**config.mk**
```make
export PLATFORM = sky130hd
export DESIGN_NAME = sctc_timing
export DESIGN_NICKNAME = d
export VERILOG_FILES = /design/src/hw/sctc_pkg.sv /design/src/hw/sctc_etu_if.sv /design/src/hw/sctc_etu_div.sv /design/src/hw/sctc_timing.sv
export SDC_FILE = /design/constraint.sdc
export NUM_CORES = 1
export LEC_CHECK = 0
export ABC_CLOCK_PERIOD_IN_PS = 6000
export BUFFER_PORTS_ARGS = -buffer_cell sky130_fd_sc_hd__buf_2
export CORE_MARGIN = 1.5
export CORE_UTILIZATION = 35
export CTS_CLUSTER_DIAMETER = 60
export DETAILED_ROUTE_END_ITERATION = 10
export GPL_TIMING_DRIVEN = 0
export PLACE_DENSITY_LB_ADDON = 0.3
export RECOVER_POWER = 50
export SLEW_MARGIN = 20
export SYNTH_ARGS = -nofsm -noshare
export SYNTH_HDL_FRONTEND = slang
export SYNTH_SLANG_ARGS = --single-unit
```
**constraint.sdc**
```tcl
create_clock -name ref_clk -period 6 [get_ports ref_clk]
set_input_delay 0.6 -clock ref_clk [delete_from_list [all_inputs] [get_ports ref_clk]]
set_output_delay 0.6 -clock ref_clk [all_outputs]
set_load 0.01 [all_outputs]
```
**src/hw/sctc_pkg.sv**
```systemverilog
// Purpose: Shared constants of the card timing counters
// Assumes: 8-bit special function register bus
// Notes:   Offsets other than the enable register are local
package sctc_pkg;
  // ----------------------------------------
  // Register addresses
  // ----------------------------------------
  localparam logic [7:0] SCTC_ADDR_IE   = 8'hAE;
  localparam logic [7:0] SCTC_ADDR_CTRL = 8'hA0;
  localparam logic [7:0] SCTC_ADDR_ETU0 = 8'hA1;
  localparam logic [7:0] SCTC_ADDR_ETU1 = 8'hA2;
  localparam logic [7:0] SCTC_ADDR_GT0  = 8'hA3;
  localparam logic [7:0] SCTC_ADDR_GT1  = 8'hA4;
  localparam logic [7:0] SCTC_ADDR_WT0  = 8'hA5;
  localparam logic [7:0] SCTC_ADDR_WT1  = 8'hA6;
  localparam logic [7:0] SCTC_ADDR_WT2  = 8'hA7;
  localparam logic [7:0] SCTC_ADDR_WT3  = 8'hA9;
  // ----------------------------------------
  // Field positions and widths
  // ----------------------------------------
  localparam int SCTC_IE_TXE   = 7;
  localparam int SCTC_IE_OVC   = 5;
  localparam int SCTC_IE_VFLT  = 4;
  localparam int SCTC_IE_WT    = 3;
  localparam int SCTC_IE_SENT  = 2;
  localparam int SCTC_IE_RECV  = 1;
  localparam int SCTC_IE_PAR   = 0;
  localparam int SCTC_CTRL_UART = 0;
  localparam int SCTC_CTRL_WAIT_TIMER_ENABLE = 3;
  localparam int SCTC_ETU_COMP  = 7;
  localparam int SCTC_ETU_W     = 11;
  localparam int SCTC_GT_W      = 9;
  localparam int SCTC_WT_W      = 32;
  // ----------------------------------------
  // Reset values and timing
  // ----------------------------------------
  localparam logic [7:0]  SCTC_IE_RST   = 8'h00;
  localparam logic [7:0]  SCTC_IE_WMASK = 8'hBF;
  localparam logic [7:0]  SCTC_CTRL_RST = 8'h00;
  localparam logic [10:0] SCTC_ETU_RST  = 11'h174;
  localparam logic [8:0]  SCTC_GT_RST   = 9'h00C;
  localparam logic [7:0]  SCTC_WT_RST   = 8'h00;
  localparam int          SCTC_CARD_DIV = 4;
endpackage : sctc_pkg

```
**src/hw/sctc_etu_if.sv**
```systemverilog
// Purpose: Carrier between control and unit divider
// Assumes: Single ref_clk domain
// Notes:   Card tick is an enable, not a clock
`timescale 1ns/1ns
interface sctc_etu_if;
  logic        card_tick;
  logic        char_start;
  logic        comp_en;
  logic [10:0] etu_period;
  logic        shift_en;
  logic        even_bit;
  modport div (input card_tick, input char_start, input comp_en, input etu_period,
               output shift_en, output even_bit);
  modport ctl (output card_tick, output char_start, output comp_en, output etu_period,
               input shift_en, input even_bit);
endinterface : sctc_etu_if

```
**src/hw/sctc_etu_div.sv**
```systemverilog
// Purpose: Elementary time unit divider with compensation
// Assumes: card_tick is one ref_clk cycle per card clock
// Notes:   Bit 0 of a character (start bit) counts as even
`timescale 1ns/1ns
module sctc_etu_div
  import sctc_pkg::*;
#(
  parameter int ETU_W = SCTC_ETU_W
) (
  input wire logic ref_clk,
  input wire logic sys_rst,
  sctc_etu_if.div  u
);
  logic [ETU_W-1:0] cnt_r;
  logic [3:0]       bit_idx_r;
  logic [ETU_W-1:0] period_nxt;
  logic             next_even;

  // Next bit is even when the current index is odd; a new character opens on even bit 0
  assign next_even = u.char_start || bit_idx_r[0];
  // Compensation shortens even bits by one card clock
  always_comb begin
    period_nxt = u.etu_period;
    if (u.comp_en && next_even && u.etu_period > 11'h001) begin
      period_nxt = u.etu_period - 11'h001;
    end
  end

  // ----------------------------------------
  // Unit counter, reloads on every expiry
  // ----------------------------------------
  always_ff @(posedge ref_clk) begin
    if (sys_rst) begin
      cnt_r      <= SCTC_ETU_RST;
      u.shift_en <= 1'b0;
    end else if (u.char_start) begin
      cnt_r      <= period_nxt;
      u.shift_en <= 1'b0;
    end else begin
      u.shift_en <= 1'b0;
      if (u.card_tick) begin
        if (cnt_r <= 11'h001) begin
          cnt_r      <= period_nxt;
          u.shift_en <= 1'b1;
        end else begin
          cnt_r <= cnt_r - 11'h001;
        end
      end
    end
  end

  // Bit position inside the character
  always_ff @(posedge ref_clk) begin
    if (sys_rst || u.char_start) begin
      bit_idx_r  <= 4'h0;
      u.even_bit <= 1'b1;
    end else if (u.shift_en) begin
      bit_idx_r  <= bit_idx_r + 4'h1;
      u.even_bit <= bit_idx_r[0];
    end
  end
endmodule : sctc_etu_div

```
**src/hw/sctc_timing.sv**
```systemverilog
// Purpose: Card interface timing counters and interrupt gating
// Assumes: Register bus is the 8-bit special function bus
// Notes:   Card clock is a tick enable from a ref_clk divider
//
// How it works
// - 11-bit unit counter makes shifter enable
// - Compensation bit shortens even bits by one
// - Guard counter spaces transmitted start edges
// - Guard counter 9 bits, wait counter 32
// - Wait expiry interrupts and locks interface
// - Only reset or reload releases lock
// - Enable low: byte2 write loads counter
// - Enable high, character mode: reload on start
// - Enable rising starts, falling stops counter
// - Enable bit 7 gates buffer empty
// - Enable bit 5 gates overcurrent
// - Enable bit 4 gates voltage fault
// - Enable bit 3 gates wait timeout
// - Enable bit 2 gates character sent
// - Enable bit 1 gates character received
// - Enable bit 0 gates parity fault
// - Enable register needs bank one, resets zero
`timescale 1ns/1ns
module sctc_timing
  import sctc_pkg::*;
#(
  parameter int CARD_DIV = SCTC_CARD_DIV
) (
  input  wire logic       ref_clk,
  input  wire logic       sys_rst,
  input  wire logic [7:0] sfr_addr,
  input  wire logic [7:0] sfr_wdata,
  input  wire logic       sfr_wr,
  input  wire logic       sfr_rd,
  output logic      [7:0] sfr_rdata,
  input  wire logic       register_bank_select,
  input  wire logic       card_iface_reset,
  input  wire logic       char_start,
  input  wire logic       start_bit_det,
  input  wire logic       tx_start_req,
  input  wire logic       tx_buf_empty_evt,
  input  wire logic       overcurrent_evt,
  input  wire logic       voltage_fault_evt,
  input  wire logic       char_sent_evt,
  input  wire logic       char_recv_evt,
  input  wire logic       parity_fault_evt,
  output logic            shift_en,
  output logic            tx_start_ok,
  output logic            rx_allowed,
  output logic            iface_locked,
  output logic      [7:0] irq_req
);
  // ----------------------------------------
  // Declarations
  // ----------------------------------------
  typedef enum logic [2:0] {
    SCTC_WT_IDLE = 3'b001,
    SCTC_WT_RUN  = 3'b010,
    SCTC_WT_EXP  = 3'b100
  } sctc_wt_e;

  sctc_etu_if etu ();

  logic [7:0]            ie_r;
  logic [7:0]            ctrl_r;
  logic [SCTC_ETU_W-1:0] etu_r;
  logic                  comp_r;
  logic [SCTC_GT_W-1:0]  gt_r;
  logic [7:0]            wt_hold_r [4];
  logic [SCTC_WT_W-1:0]  wt_cnt_r;
  logic [SCTC_GT_W-1:0]  gt_cnt_r;
  sctc_wt_e              wt_st_r;
  logic                  wait_timer_enable_q_r;
  logic                  wt_flag_r;
  logic                  lock_r;
  logic [7:0]            div_cnt_r;
  logic                  card_tick_r;
  logic [7:0]            evt_vec;
  logic                  wait_timer_enable;
  logic                  uart_mode;
  logic                  ie_sel;
  logic                  manual_load;
  logic                  auto_load;
  logic                  wt_reload;
  logic                  wt_expire;
  logic                  tx_taken;
  logic [SCTC_WT_W-1:0]  wt_hold_word;

  // Decodes one address, the enable register needs bank one
  function automatic logic hit(input logic [7:0] a, input logic [7:0] ref_a);
    hit = (a == ref_a);
  endfunction : hit

  assign wait_timer_enable         = ctrl_r[SCTC_CTRL_WAIT_TIMER_ENABLE];
  assign uart_mode    = ctrl_r[SCTC_CTRL_UART];
  assign ie_sel       = hit(sfr_addr, SCTC_ADDR_IE) && register_bank_select;
  assign wt_hold_word = {wt_hold_r[3], wt_hold_r[2], wt_hold_r[1], wt_hold_r[0]};
  // Manual load only while the enable is low
  assign manual_load  = sfr_wr && hit(sfr_addr, SCTC_ADDR_WT2) && !wait_timer_enable;
  assign auto_load    = wait_timer_enable && uart_mode && start_bit_det;
  assign wt_reload    = manual_load || auto_load;
  assign wt_expire    = (wt_st_r == SCTC_WT_RUN) && etu.shift_en && wt_cnt_r <= 32'h0000_0001;
  assign tx_taken     = tx_start_req && tx_start_ok;

  // ----------------------------------------
  // Card clock tick divider
  // ----------------------------------------
  always_ff @(posedge ref_clk) begin
    if (sys_rst) begin
      div_cnt_r   <= 8'h00;
      card_tick_r <= 1'b0;
    end else if (div_cnt_r >= 8'(CARD_DIV - 1)) begin
      div_cnt_r   <= 8'h00;
      card_tick_r <= 1'b1;
    end else begin
      div_cnt_r   <= div_cnt_r + 8'h01;
      card_tick_r <= 1'b0;
    end
  end

  // Unit divider hookup
  assign etu.card_tick  = card_tick_r;
  assign etu.char_start = char_start;
  assign etu.comp_en    = comp_r;
  assign etu.etu_period = etu_r;
  assign shift_en       = etu.shift_en;

  sctc_etu_div #(
    .ETU_W (SCTC_ETU_W)
  ) u_etu (
    .ref_clk (ref_clk),
    .sys_rst (sys_rst),
    .u       (etu.div)
  );

  // ----------------------------------------
  // Register writes
  // ----------------------------------------
  // Interrupt enables; reserved bit 6 keeps its reset value
  always_ff @(posedge ref_clk) begin
    if (sys_rst) begin
      ie_r <= SCTC_IE_RST;
    end else if (sfr_wr && ie_sel) begin
      ie_r <= sfr_wdata & SCTC_IE_WMASK;
    end
  end

  // Control register carries the wait enable and mode
  always_ff @(posedge ref_clk) begin
    if (sys_rst) begin
      ctrl_r <= SCTC_CTRL_RST;
    end else if (sfr_wr && hit(sfr_addr, SCTC_ADDR_CTRL)) begin
      ctrl_r <= sfr_wdata;
    end
  end

  // Unit period and compensation bit
  always_ff @(posedge ref_clk) begin
    if (sys_rst) begin
      etu_r  <= SCTC_ETU_RST;
      comp_r <= 1'b0;
    end else if (sfr_wr && hit(sfr_addr, SCTC_ADDR_ETU0)) begin
      etu_r[7:0] <= sfr_wdata;
    end else if (sfr_wr && hit(sfr_addr, SCTC_ADDR_ETU1)) begin
      etu_r[10:8] <= sfr_wdata[2:0];
      comp_r      <= sfr_wdata[SCTC_ETU_COMP];
    end
  end

  // Guard time value, 9 bits over two bytes
  always_ff @(posedge ref_clk) begin
    if (sys_rst) begin
      gt_r <= SCTC_GT_RST;
    end else if (sfr_wr && hit(sfr_addr, SCTC_ADDR_GT0)) begin
      gt_r[7:0] <= sfr_wdata;
    end else if (sfr_wr && hit(sfr_addr, SCTC_ADDR_GT1)) begin
      gt_r[8] <= sfr_wdata[0];
    end
  end

  // Wait holding bytes; they stay for the automatic reloads
  always_ff @(posedge ref_clk) begin
    if (sys_rst) begin
      for (int i = 0; i < 4; i++) begin
        wt_hold_r[i] <= SCTC_WT_RST;
      end
    end else if (sfr_wr) begin
      if (hit(sfr_addr, SCTC_ADDR_WT0)) wt_hold_r[0] <= sfr_wdata;
      if (hit(sfr_addr, SCTC_ADDR_WT1)) wt_hold_r[1] <= sfr_wdata;
      if (hit(sfr_addr, SCTC_ADDR_WT2)) wt_hold_r[2] <= sfr_wdata;
      if (hit(sfr_addr, SCTC_ADDR_WT3)) wt_hold_r[3] <= sfr_wdata;
    end
  end

  // ----------------------------------------
  // Register reads
  // ----------------------------------------
  // Unmapped addresses and the enable register in bank zero read as zero
  always_ff @(posedge ref_clk) begin
    if (sys_rst) begin
      sfr_rdata <= 8'h00;
    end else if (sfr_rd) begin
      if (ie_sel) sfr_rdata <= ie_r;
      else if (hit(sfr_addr, SCTC_ADDR_CTRL)) sfr_rdata <= ctrl_r;
      else if (hit(sfr_addr, SCTC_ADDR_ETU0)) sfr_rdata <= etu_r[7:0];
      else if (hit(sfr_addr, SCTC_ADDR_ETU1)) sfr_rdata <= {comp_r, 4'h0, etu_r[10:8]};
      else if (hit(sfr_addr, SCTC_ADDR_GT0)) sfr_rdata <= gt_r[7:0];
      else if (hit(sfr_addr, SCTC_ADDR_GT1)) sfr_rdata <= {7'h00, gt_r[8]};
      else if (hit(sfr_addr, SCTC_ADDR_WT0)) sfr_rdata <= wt_hold_r[0];
      else if (hit(sfr_addr, SCTC_ADDR_WT1)) sfr_rdata <= wt_hold_r[1];
      else if (hit(sfr_addr, SCTC_ADDR_WT2)) sfr_rdata <= wt_hold_r[2];
      else if (hit(sfr_addr, SCTC_ADDR_WT3)) sfr_rdata <= wt_hold_r[3];
      else sfr_rdata <= 8'h00;
    end
  end

  // ----------------------------------------
  // Guard time counter
  // ----------------------------------------
  // Loads at each taken start edge, counts down per unit
  always_ff @(posedge ref_clk) begin
    if (sys_rst || card_iface_reset) begin
      gt_cnt_r <= 9'h000;
    end else if (tx_taken) begin
      gt_cnt_r <= gt_r;
    end else if (etu.shift_en && gt_cnt_r != 9'h000) begin
      gt_cnt_r <= gt_cnt_r - 9'h001;
    end
  end

  // Start allowed once guard elapsed and not locked
  always_ff @(posedge ref_clk) begin
    if (sys_rst) begin
      tx_start_ok <= 1'b0;
      rx_allowed  <= 1'b0;
    end else begin
      tx_start_ok <= !tx_taken && gt_cnt_r == 9'h000 && !lock_r
                     && !(wt_expire && !wt_reload);
      rx_allowed  <= !lock_r && !(wt_expire && !wt_reload);
    end
  end

  // ----------------------------------------
  // Waiting time counter
  // ----------------------------------------
  // Enable edge detector, same-domain register bit
  always_ff @(posedge ref_clk) begin
    if (sys_rst) begin
      wait_timer_enable_q_r <= 1'b0;
    end else begin
      wait_timer_enable_q_r <= wait_timer_enable;
    end
  end

  // Run state follows the enable edges and expiry
  always_ff @(posedge ref_clk) begin
    if (sys_rst || card_iface_reset) begin
      wt_st_r <= SCTC_WT_IDLE;
    end else begin
      unique case (wt_st_r)
        SCTC_WT_IDLE: begin
          if ((wait_timer_enable && !wait_timer_enable_q_r) || auto_load) wt_st_r <= SCTC_WT_RUN;
        end
        SCTC_WT_RUN: begin
          if (!wait_timer_enable) wt_st_r <= SCTC_WT_IDLE;
          else if (auto_load) wt_st_r <= SCTC_WT_RUN;
          else if (wt_expire) wt_st_r <= SCTC_WT_EXP;
        end
        SCTC_WT_EXP: begin
          if (!wait_timer_enable) wt_st_r <= SCTC_WT_IDLE;
          else if (auto_load) wt_st_r <= SCTC_WT_RUN;
        end
        default: wt_st_r <= SCTC_WT_IDLE;
      endcase
    end
  end

  // Counts units down while running; reload beats count
  always_ff @(posedge ref_clk) begin
    if (sys_rst) begin
      wt_cnt_r <= 32'h0000_0000;
    end else if (manual_load) begin
      wt_cnt_r <= {wt_hold_r[3], sfr_wdata, wt_hold_r[1], wt_hold_r[0]};
    end else if (auto_load) begin
      wt_cnt_r <= wt_hold_word;
    end else if (wt_st_r == SCTC_WT_RUN && etu.shift_en) begin
      wt_cnt_r <= (wt_cnt_r <= 32'h0000_0001) ? 32'h0000_0000 : wt_cnt_r - 32'h0000_0001;
    end
  end

  // Lock and timeout flag; expiry wins over a same-cycle interface reset, a same-cycle reload wins over expiry
  always_ff @(posedge ref_clk) begin
    if (sys_rst) begin
      lock_r    <= 1'b0;
      wt_flag_r <= 1'b0;
    end else if (wt_expire && !wt_reload) begin
      lock_r    <= 1'b1;
      wt_flag_r <= 1'b1;
    end else if (card_iface_reset || wt_reload) begin
      lock_r    <= 1'b0;
      wt_flag_r <= 1'b0;
    end
  end

  always_ff @(posedge ref_clk) begin
    if (sys_rst) begin
      iface_locked <= 1'b0;
    end else begin
      iface_locked <= (lock_r && !(card_iface_reset || wt_reload)) || (wt_expire && !wt_reload);
    end
  end

  // ----------------------------------------
  // Interrupt request gating
  // ----------------------------------------
  assign evt_vec[SCTC_IE_TXE]  = tx_buf_empty_evt;
  assign evt_vec[6]            = 1'b0;
  assign evt_vec[SCTC_IE_OVC]  = overcurrent_evt;
  assign evt_vec[SCTC_IE_VFLT] = voltage_fault_evt;
  assign evt_vec[SCTC_IE_WT]   = wt_flag_r;
  assign evt_vec[SCTC_IE_SENT] = char_sent_evt;
  assign evt_vec[SCTC_IE_RECV] = char_recv_evt;
  assign evt_vec[SCTC_IE_PAR]  = parity_fault_evt;

  // Each request is its flag masked by its enable bit
  always_ff @(posedge ref_clk) begin
    if (sys_rst) begin
      irq_req <= 8'h00;
    end else begin
      irq_req <= evt_vec & ie_r;
    end
  end
endmodule : sctc_timing

```
==> results of run 1 <==
-- flip-flops by register name, summed over array words and instances (netlist names), 3 cells and up --
signal and count:
u_etu.cnt_r 11, wt_cnt_r 32, wt_st_r 3, etu.etu_period 11, div_cnt_r 8, gt_cnt_r 9, gt_r 9, ie_r 7
sfr_rdata 8, ctrl_r 8, wt_hold_r 32, irq_req 7
-- where the power goes --
| group | switching [uW] | internal, uW | leakage (uW) |
|---|---|---|---|
| clock network | 491 | 673 | 0.000312 |
| registers | 20.5 | 1080 | 0.00129 |
| logic | 115 | 49.6 | 0.00165 |
| total | 627 | 1800 | 0.00326 |
-- how the worst max path moves through the flow --
stage                     startpoint         endpoint  slack, ns  depth (start not counted)
finish                u_etu.cnt_r[4]   u_etu.cnt_r[3]       2.85                          5
global route          u_etu.cnt_r[4]   u_etu.cnt_r[3]       2.73                          5
CTS                 u_etu.u.shift_en      wt_cnt_r[1]       3.18                          5
detailed placement       sfr_addr[2]  wt_hold_r[1][4]       2.76                          6
global placement         sfr_addr[2]  wt_hold_r[1][4]       2.74                          6
floorplan                sfr_addr[2]  wt_hold_r[1][0]       3.52                          5
-- stage by stage --
step	setup WS [ns]	instances	utilization	hold slack [ns]	cell area, um^2
2_1_floorplan	3.52	915	-	0.405	8060
3_3_place_gp	2.74	1242	0.382	0.415	8620
3_5_place_dp	2.76	1242	0.382	0.433	8620
4_1_cts	3.18	1274	0.410	0.380	9250
5_1_grt	2.73	1275	0.405	0.376	9150
6_report	2.85	1275	0.405	0.389	9150
-- layout by cell type, fill, tap and decap left out, types with 11 or more instances in the layout --
cell         n
and2_1      27
o21ai_0     44
nor4_1      19
a21oi_1     55
clkbuf_1    62
xor2_1      11
buf_2       25
mux2i_1     23
nand3_1     35
and3_1      23
nor2b_1     14
o211ai_1    17
nor2_1      62
nor3_1      39
dfxtp_1    122
clkbuf_16   17
nand2_1     78
a211oi_1    11
edfxtp_1    32
inv_1       27
a31oi_1     14
xnor2_1     20
o22ai_1     21
-- layout make-up --
type	instances	area, um^2
sequential	154	3400
buffer	52	205
clock inverter	15	201
multi-input combinational	682	4270
antenna	1	2.50
inverter	27	101
tap	285	357
clock buffer	17	425
timing repair buffer	42	184
fill	2375	13400
-- cell usage after synthesis (20+ instances only) --
cell      number  area, um^2
dfxtp_1      122        2440
clkbuf_1      38         143
nor3_1        37         185
mux2i_1       23         230
o21ai_0       47         235
nor2_1        62         233
xnor2_1       20         175
nand3_1       35         175
and3_1        23         144
nand2_1       78         293
a21oi_1       55         275
o22ai_1       21         131
and2_1        33         206
inv_1         27         101
edfxtp_1      32         961
-- routing by layer --
layer  global-route usage  part of all wire  vias to the layer above
li1                     -                 -                     3536
met2                0.358              0.45                      319
met4               0.0897             0.033                        0
met5                    0                 0                        -
met3               0.0462             0.076                       51
met1                0.300              0.44                     3547
-- cells by family (layout without fill, tap and decap cells) --
group	count (synthesis)	in the layout	synth area share
compound gates	246	246	0.208
xor+xnor	31	31	0.0338
fa+ha+maj	8	8	0.0125
buf+inv	79	153	0.0394
flops	154	154	0.424
mux	29	29	0.0385
other cells	1	8	0.000467
simple gates	361	361	0.244
-- worst register-to-register path: cells and delay by family (launching register included) --
kind	cells	cell delay, ns
AOI/OAI and AO/OA	2	0.59
and+or+nand+nor	3	2.04
DFF	1	0.36
==> metrics.md, run 1 <==
| Metric | Value |
|---|---|
| Outcome | complete, but fails checks |
| Failing checks | max-capacitance violations, max-slew violations |
| CTS sink cnt | 154 |
| IO Pins | ~50 |
| Hold Startpoint | char_sent_evt |
| CP startpoint kind | register |
| Reg2reg end | u_etu.cnt_r[3] |
| First-pass GRT wire length | between 40,000 and 50,000 um |
| Final min period | approximately 3.1 ns |
| Worst-Skew Late Latency | 0.44 ns |
| Tcrit/Tclk final | 0.524 |
| First-pass DRT Iterations | 8 |
| Final global-route overflow total | 0 |
| Post-DP HPWL | roughly 19,000 um |
| Vias | 7,453 |
| Max VDD drop | 0.000163 V |
| Crit path max-delay family | simple AND/OR/NAND/NOR gates |
| Setup TNS | 0 ns |
| Setup violations, final | 0 |
| TritonCTS clock tree | built |
| Slew headroom | -0.0402 |
| H-tree depth | 4 |
| Final ANT Viol Nets | 0 |
| WHS Path Cells | 2 |
| Measured slew at the worst slew-check pin | 1.55 ns |
| Largest net degree at the start of global routing | 17 |
| Post-synth ARST share | 0 |
| CP max stage delay | roughly 1.1 ns |
| Crit path required time | 6.28 ns |
| Reg clk slew, reported paths | 0.07 ns |
| Leakage | 0.00326 uW |
| Final net count | 1,015 |
| Final Max Tran Viols | 11 |
| R2r setup slk | 2.85 ns |
| Mapped Area | around 8000 um^2 |
| Post-route DRC | 0 |
| Vias in the first global route | 7,038 |
| Synth warn | 0 |
| Gr usage total | 0.225 |
| GP Congestion | 0.953 |
| CP max-delay cell | nor4_1 |
| Crit path DAT | 3.43 ns |
| Initial antenna violation count | 1 |
| DR iter-0 viols | between 700 and 800 |
| CTS max path bufs | 2 |
| Achievable Freq | 318 MHz |
| Cells on worst reg2reg path | 5 |
| Most used flip-flop cell after synthesis | dfxtp_1 |
| Critical path endpoint category | register |
| Worst r2r src | u_etu.cnt_r[4] |
| CTS buffer count | 17 |
| Vias/cell | around 6 |
| Routed WL per cell | slightly above 20 um |
| Post-synth EDFFs | 32 |
| Clock root buffer | clkbuf_16 |
| CP cell instances | or4_1, nor4_1, nor3_1, a221oi_1, o22ai_1 |
| Distinct cell type count after synthesis | 83 |
| Initial Util | 0.356 |
| Min-delay worst type | input pin to register |
| Max_cap viols | 1 |
| Share of layout cells above drive strength 1 | 0.0799 |
| Num rows | 55 |
| Register bit total from synthesis | roughly 150 |
| DIE HEIGHT | 154 um |
| Post-CTS Setup Bufs | 0 |
| Syn avg cell area | around 9 um^2 |
| Final Total Pwr | 2430 uW |
| Final hold viol count | 0 |
| Cells after Synth | 909 |
| Post-synthesis sequential area ratio | 0.424 |
| Die Area | roughly 24,000 um^2 |
| Setup Skew | 0.0156 ns |
| Hold EP | irq_req[2] |
| Critical path class | register to register |
| Buffers added on ports | 42 |
| Crit path buf inv count | 0 |
| Power density over the cells | 265 nW/um^2 |
| Chip width | approximately 150 um |
| Max FO, Critical Path | 8 |
| DRT Wirelength | 26,500 um |
| RSZ-0062 raised after global routing | no |
| CTS Hold Bufs | 0 |
| Core area | 22,600 um^2 |
| Area delta synth->final | 13.9% |
| Post-CTS resize count | 0 |
No activity file was read; power rests on OpenSTA's default activity.
==> run 2: changes to the inputs <==
--- a/config.mk
+++ b/config.mk
@@ -5,7 +5,7 @@
 export SDC_FILE = /design/constraint.sdc
 export NUM_CORES = 1
 export LEC_CHECK = 0
-export ABC_CLOCK_PERIOD_IN_PS = 6000
+export ABC_CLOCK_PERIOD_IN_PS = 3230
 export BUFFER_PORTS_ARGS = -buffer_cell sky130_fd_sc_hd__buf_2
 export CORE_MARGIN = 1.5
 export CORE_UTILIZATION = 35
==> constraint.sdc (replaced) <==
create_clock -name ref_clk -period 3.23 [get_ports ref_clk]
set_input_delay 0.323 -clock ref_clk [delete_from_list [all_inputs] [get_ports ref_clk]]
set_output_delay 0.323 -clock ref_clk [all_outputs]
set_load 0.01 [all_outputs]
==> metrics.md, run 2 (synthesis gave the netlist of run 1 again) <==
| Metric | Value |
|---|---|
| Outcome | complete, but fails checks |
| Failing checks | max-capacitance violations, max-slew violations |
| CTS Hold Bufs | 0 |
| Num rows | 55 |
| Worst-Skew Late Latency | around 0.44 ns |
| Post-Layout Inst Area | roughly 9200 um^2 |
| Max FO, Critical Path | 8 |
| Crit path max-delay family | simple AND/OR/NAND/NOR gates |
| Crit path DAT | 3.23 ns |
| Worst r2r src | u_etu.cnt_r[4] |
| Buffers added on ports | 42 |
| Setup violations, final | 0 |
| Measured slew at the worst slew-check pin | 1.56 ns |
| Setup Skew | 0.0171 ns |
| Post-route DRC | 0 |
| Final min period | 2.95 ns |
| Vias | 7,465 |
| Crit path required time | about 3.5 ns |
| Chip width | 154 um |
| Cells after DPL | approximately 1,200 |
| Critical path endpoint category | register |
| GP Congestion | 0.953 |
| Slew headroom | -0.0493 |
| Commonest non-fill, non-tap cell in the layout | dfxtp_1 |
| First-pass GRT wire length | 40,900 um |
| Core area | about 23,000 um^2 |
| Initial Util | 0.356 |
| Reg clk slew, reported paths | 0.07 ns |
| Critical path class | register to register |
| Hold_ws | 0.111 ns |
| Final global-route overflow total | 0 |
| Commonest cells after routing, fill and taps aside | dfxtp_1, nand2_1, clkbuf_1 |
| Gr usage total | 0.225 |
| First-pass DRT Iterations | 5 |
| Vias in the first global route | 7,038 |
| Final Total Pwr | 4510 uW |
| DIE HEIGHT | 154 um |
| Final net count | just over 1,000 |
| Max_cap viols | 2 |
| CTS max path bufs | 2 |
| Layout fillers | 2,370 |
| Power density over the cells | 491 nW/um^2 |
| Largest net degree at the start of global routing | 17 |
| Min-delay worst type | input pin to register |
| Tcrit/Tclk final | 0.913 |
| TritonCTS clock tree | built |
| Max VDD drop | around 0.00030 V |
| Clock root buffer | clkbuf_16 |
| Count of non-filler cells in the finished layout | 1,275 |
| H-tree depth | 4 |
| Routed WL per cell | 20.8 um |
| DRT Wirelength | 26,500 um |
| Achievable Freq | about 340 MHz |
| Post-CTS resize count | 0 |
| CTS sink cnt | 154 |
| CP cell instances | or4_4, nor4_1, nor3_4, a221oi_1, o22ai_1 |
| Post-CTS Setup Bufs | 0 |
| CP startpoint kind | register |
| Final Max Tran Viols | 22 |
| Area delta synth->final | 14.3% |
| Die Area | 23,900 um^2 |
| DR iter-0 viols | 672 |
| CP max stage delay | 1.17 ns |
| Final ANT Viol Nets | 0 |
| Hold Startpoint | char_sent_evt |
| Crit path buf inv count | 0 |
| Biggest regs | wt_cnt_r (32), wt_hold_r (32) |
| Initial antenna violation count | 1 |
| IO Pins | 51 |
| Share of layout cells above drive strength 1 | 0.0849 |
| Vias/cell | ~5.9 |
| CTS buffer count | 17 |
| Post-DP Area | 8620 um^2 |
| CP max-delay cell | nor4_1 |
| Final hold viol count | 0 |
| CP startpoint | u_etu.cnt_r[4] |
| RSZ-0062 raised after global routing | no |
| Post-DP HPWL | 19,200 um |
| Setup TNS | 0 ns |
| Leakage | 0.00326 uW |
run 2: where the power goes:
group / total, uW / leakage, uW / internal (uW) / switching [uW]
Clock: 2160 / 0.000312 / 1250 / 910
Combinational: 308 / 0.00165 / 92.9 / 215
Sequential: 2040 / 0.00129 / 2000 / 38.2
run 2: cell type report:
type | instances | area (um^2) | area share
repair buffers | 42 | 184 | 0.0200
flip-flops and latches | 154 | 3400 | 0.371
plain buffers | 52 | 205 | 0.0223
multi-input cells | 682 | 4300 | 0.469
clock buffers | 17 | 425 | 0.0463
diodes | 1 | 2.50 | 0.000273
clock inverters | 15 | 201 | 0.0219
well taps | 285 | 357 | 0.0388
inverters | 27 | 101 | 0.0110
run 2: stage by stage:
stage,utilization,setup slack (ns)
floorplan,-,1.02
global placement,0.382,0.249
detailed placement,0.382,0.263
CTS,0.410,0.407
global route,0.407,0.108
finish,0.407,0.280
run 2: per-layer routing:
layer | up-vias | part of all wire | GRT usage
met3 | 46 | 0.073 | 0.0462
met5 | - | 0 | 0
met2 | 287 | 0.46 | 0.358
met1 | 3596 | 0.44 | 0.300
li1 | 3536 | - | -
met4 | 0 | 0.032 | 0.0897
run 2: path summary, 6_finish.rpt:
check | to | slack, ns | depth (start not counted)
worst min register to register | div_cnt_r[0] | 0.44 | 1
worst max register to register | u_etu.cnt_r[3] | 0.28 | 5
worst min-delay path | irq_req[2] | 0.11 | 2
worst max-delay path | u_etu.cnt_r[3] | 0.28 | 5
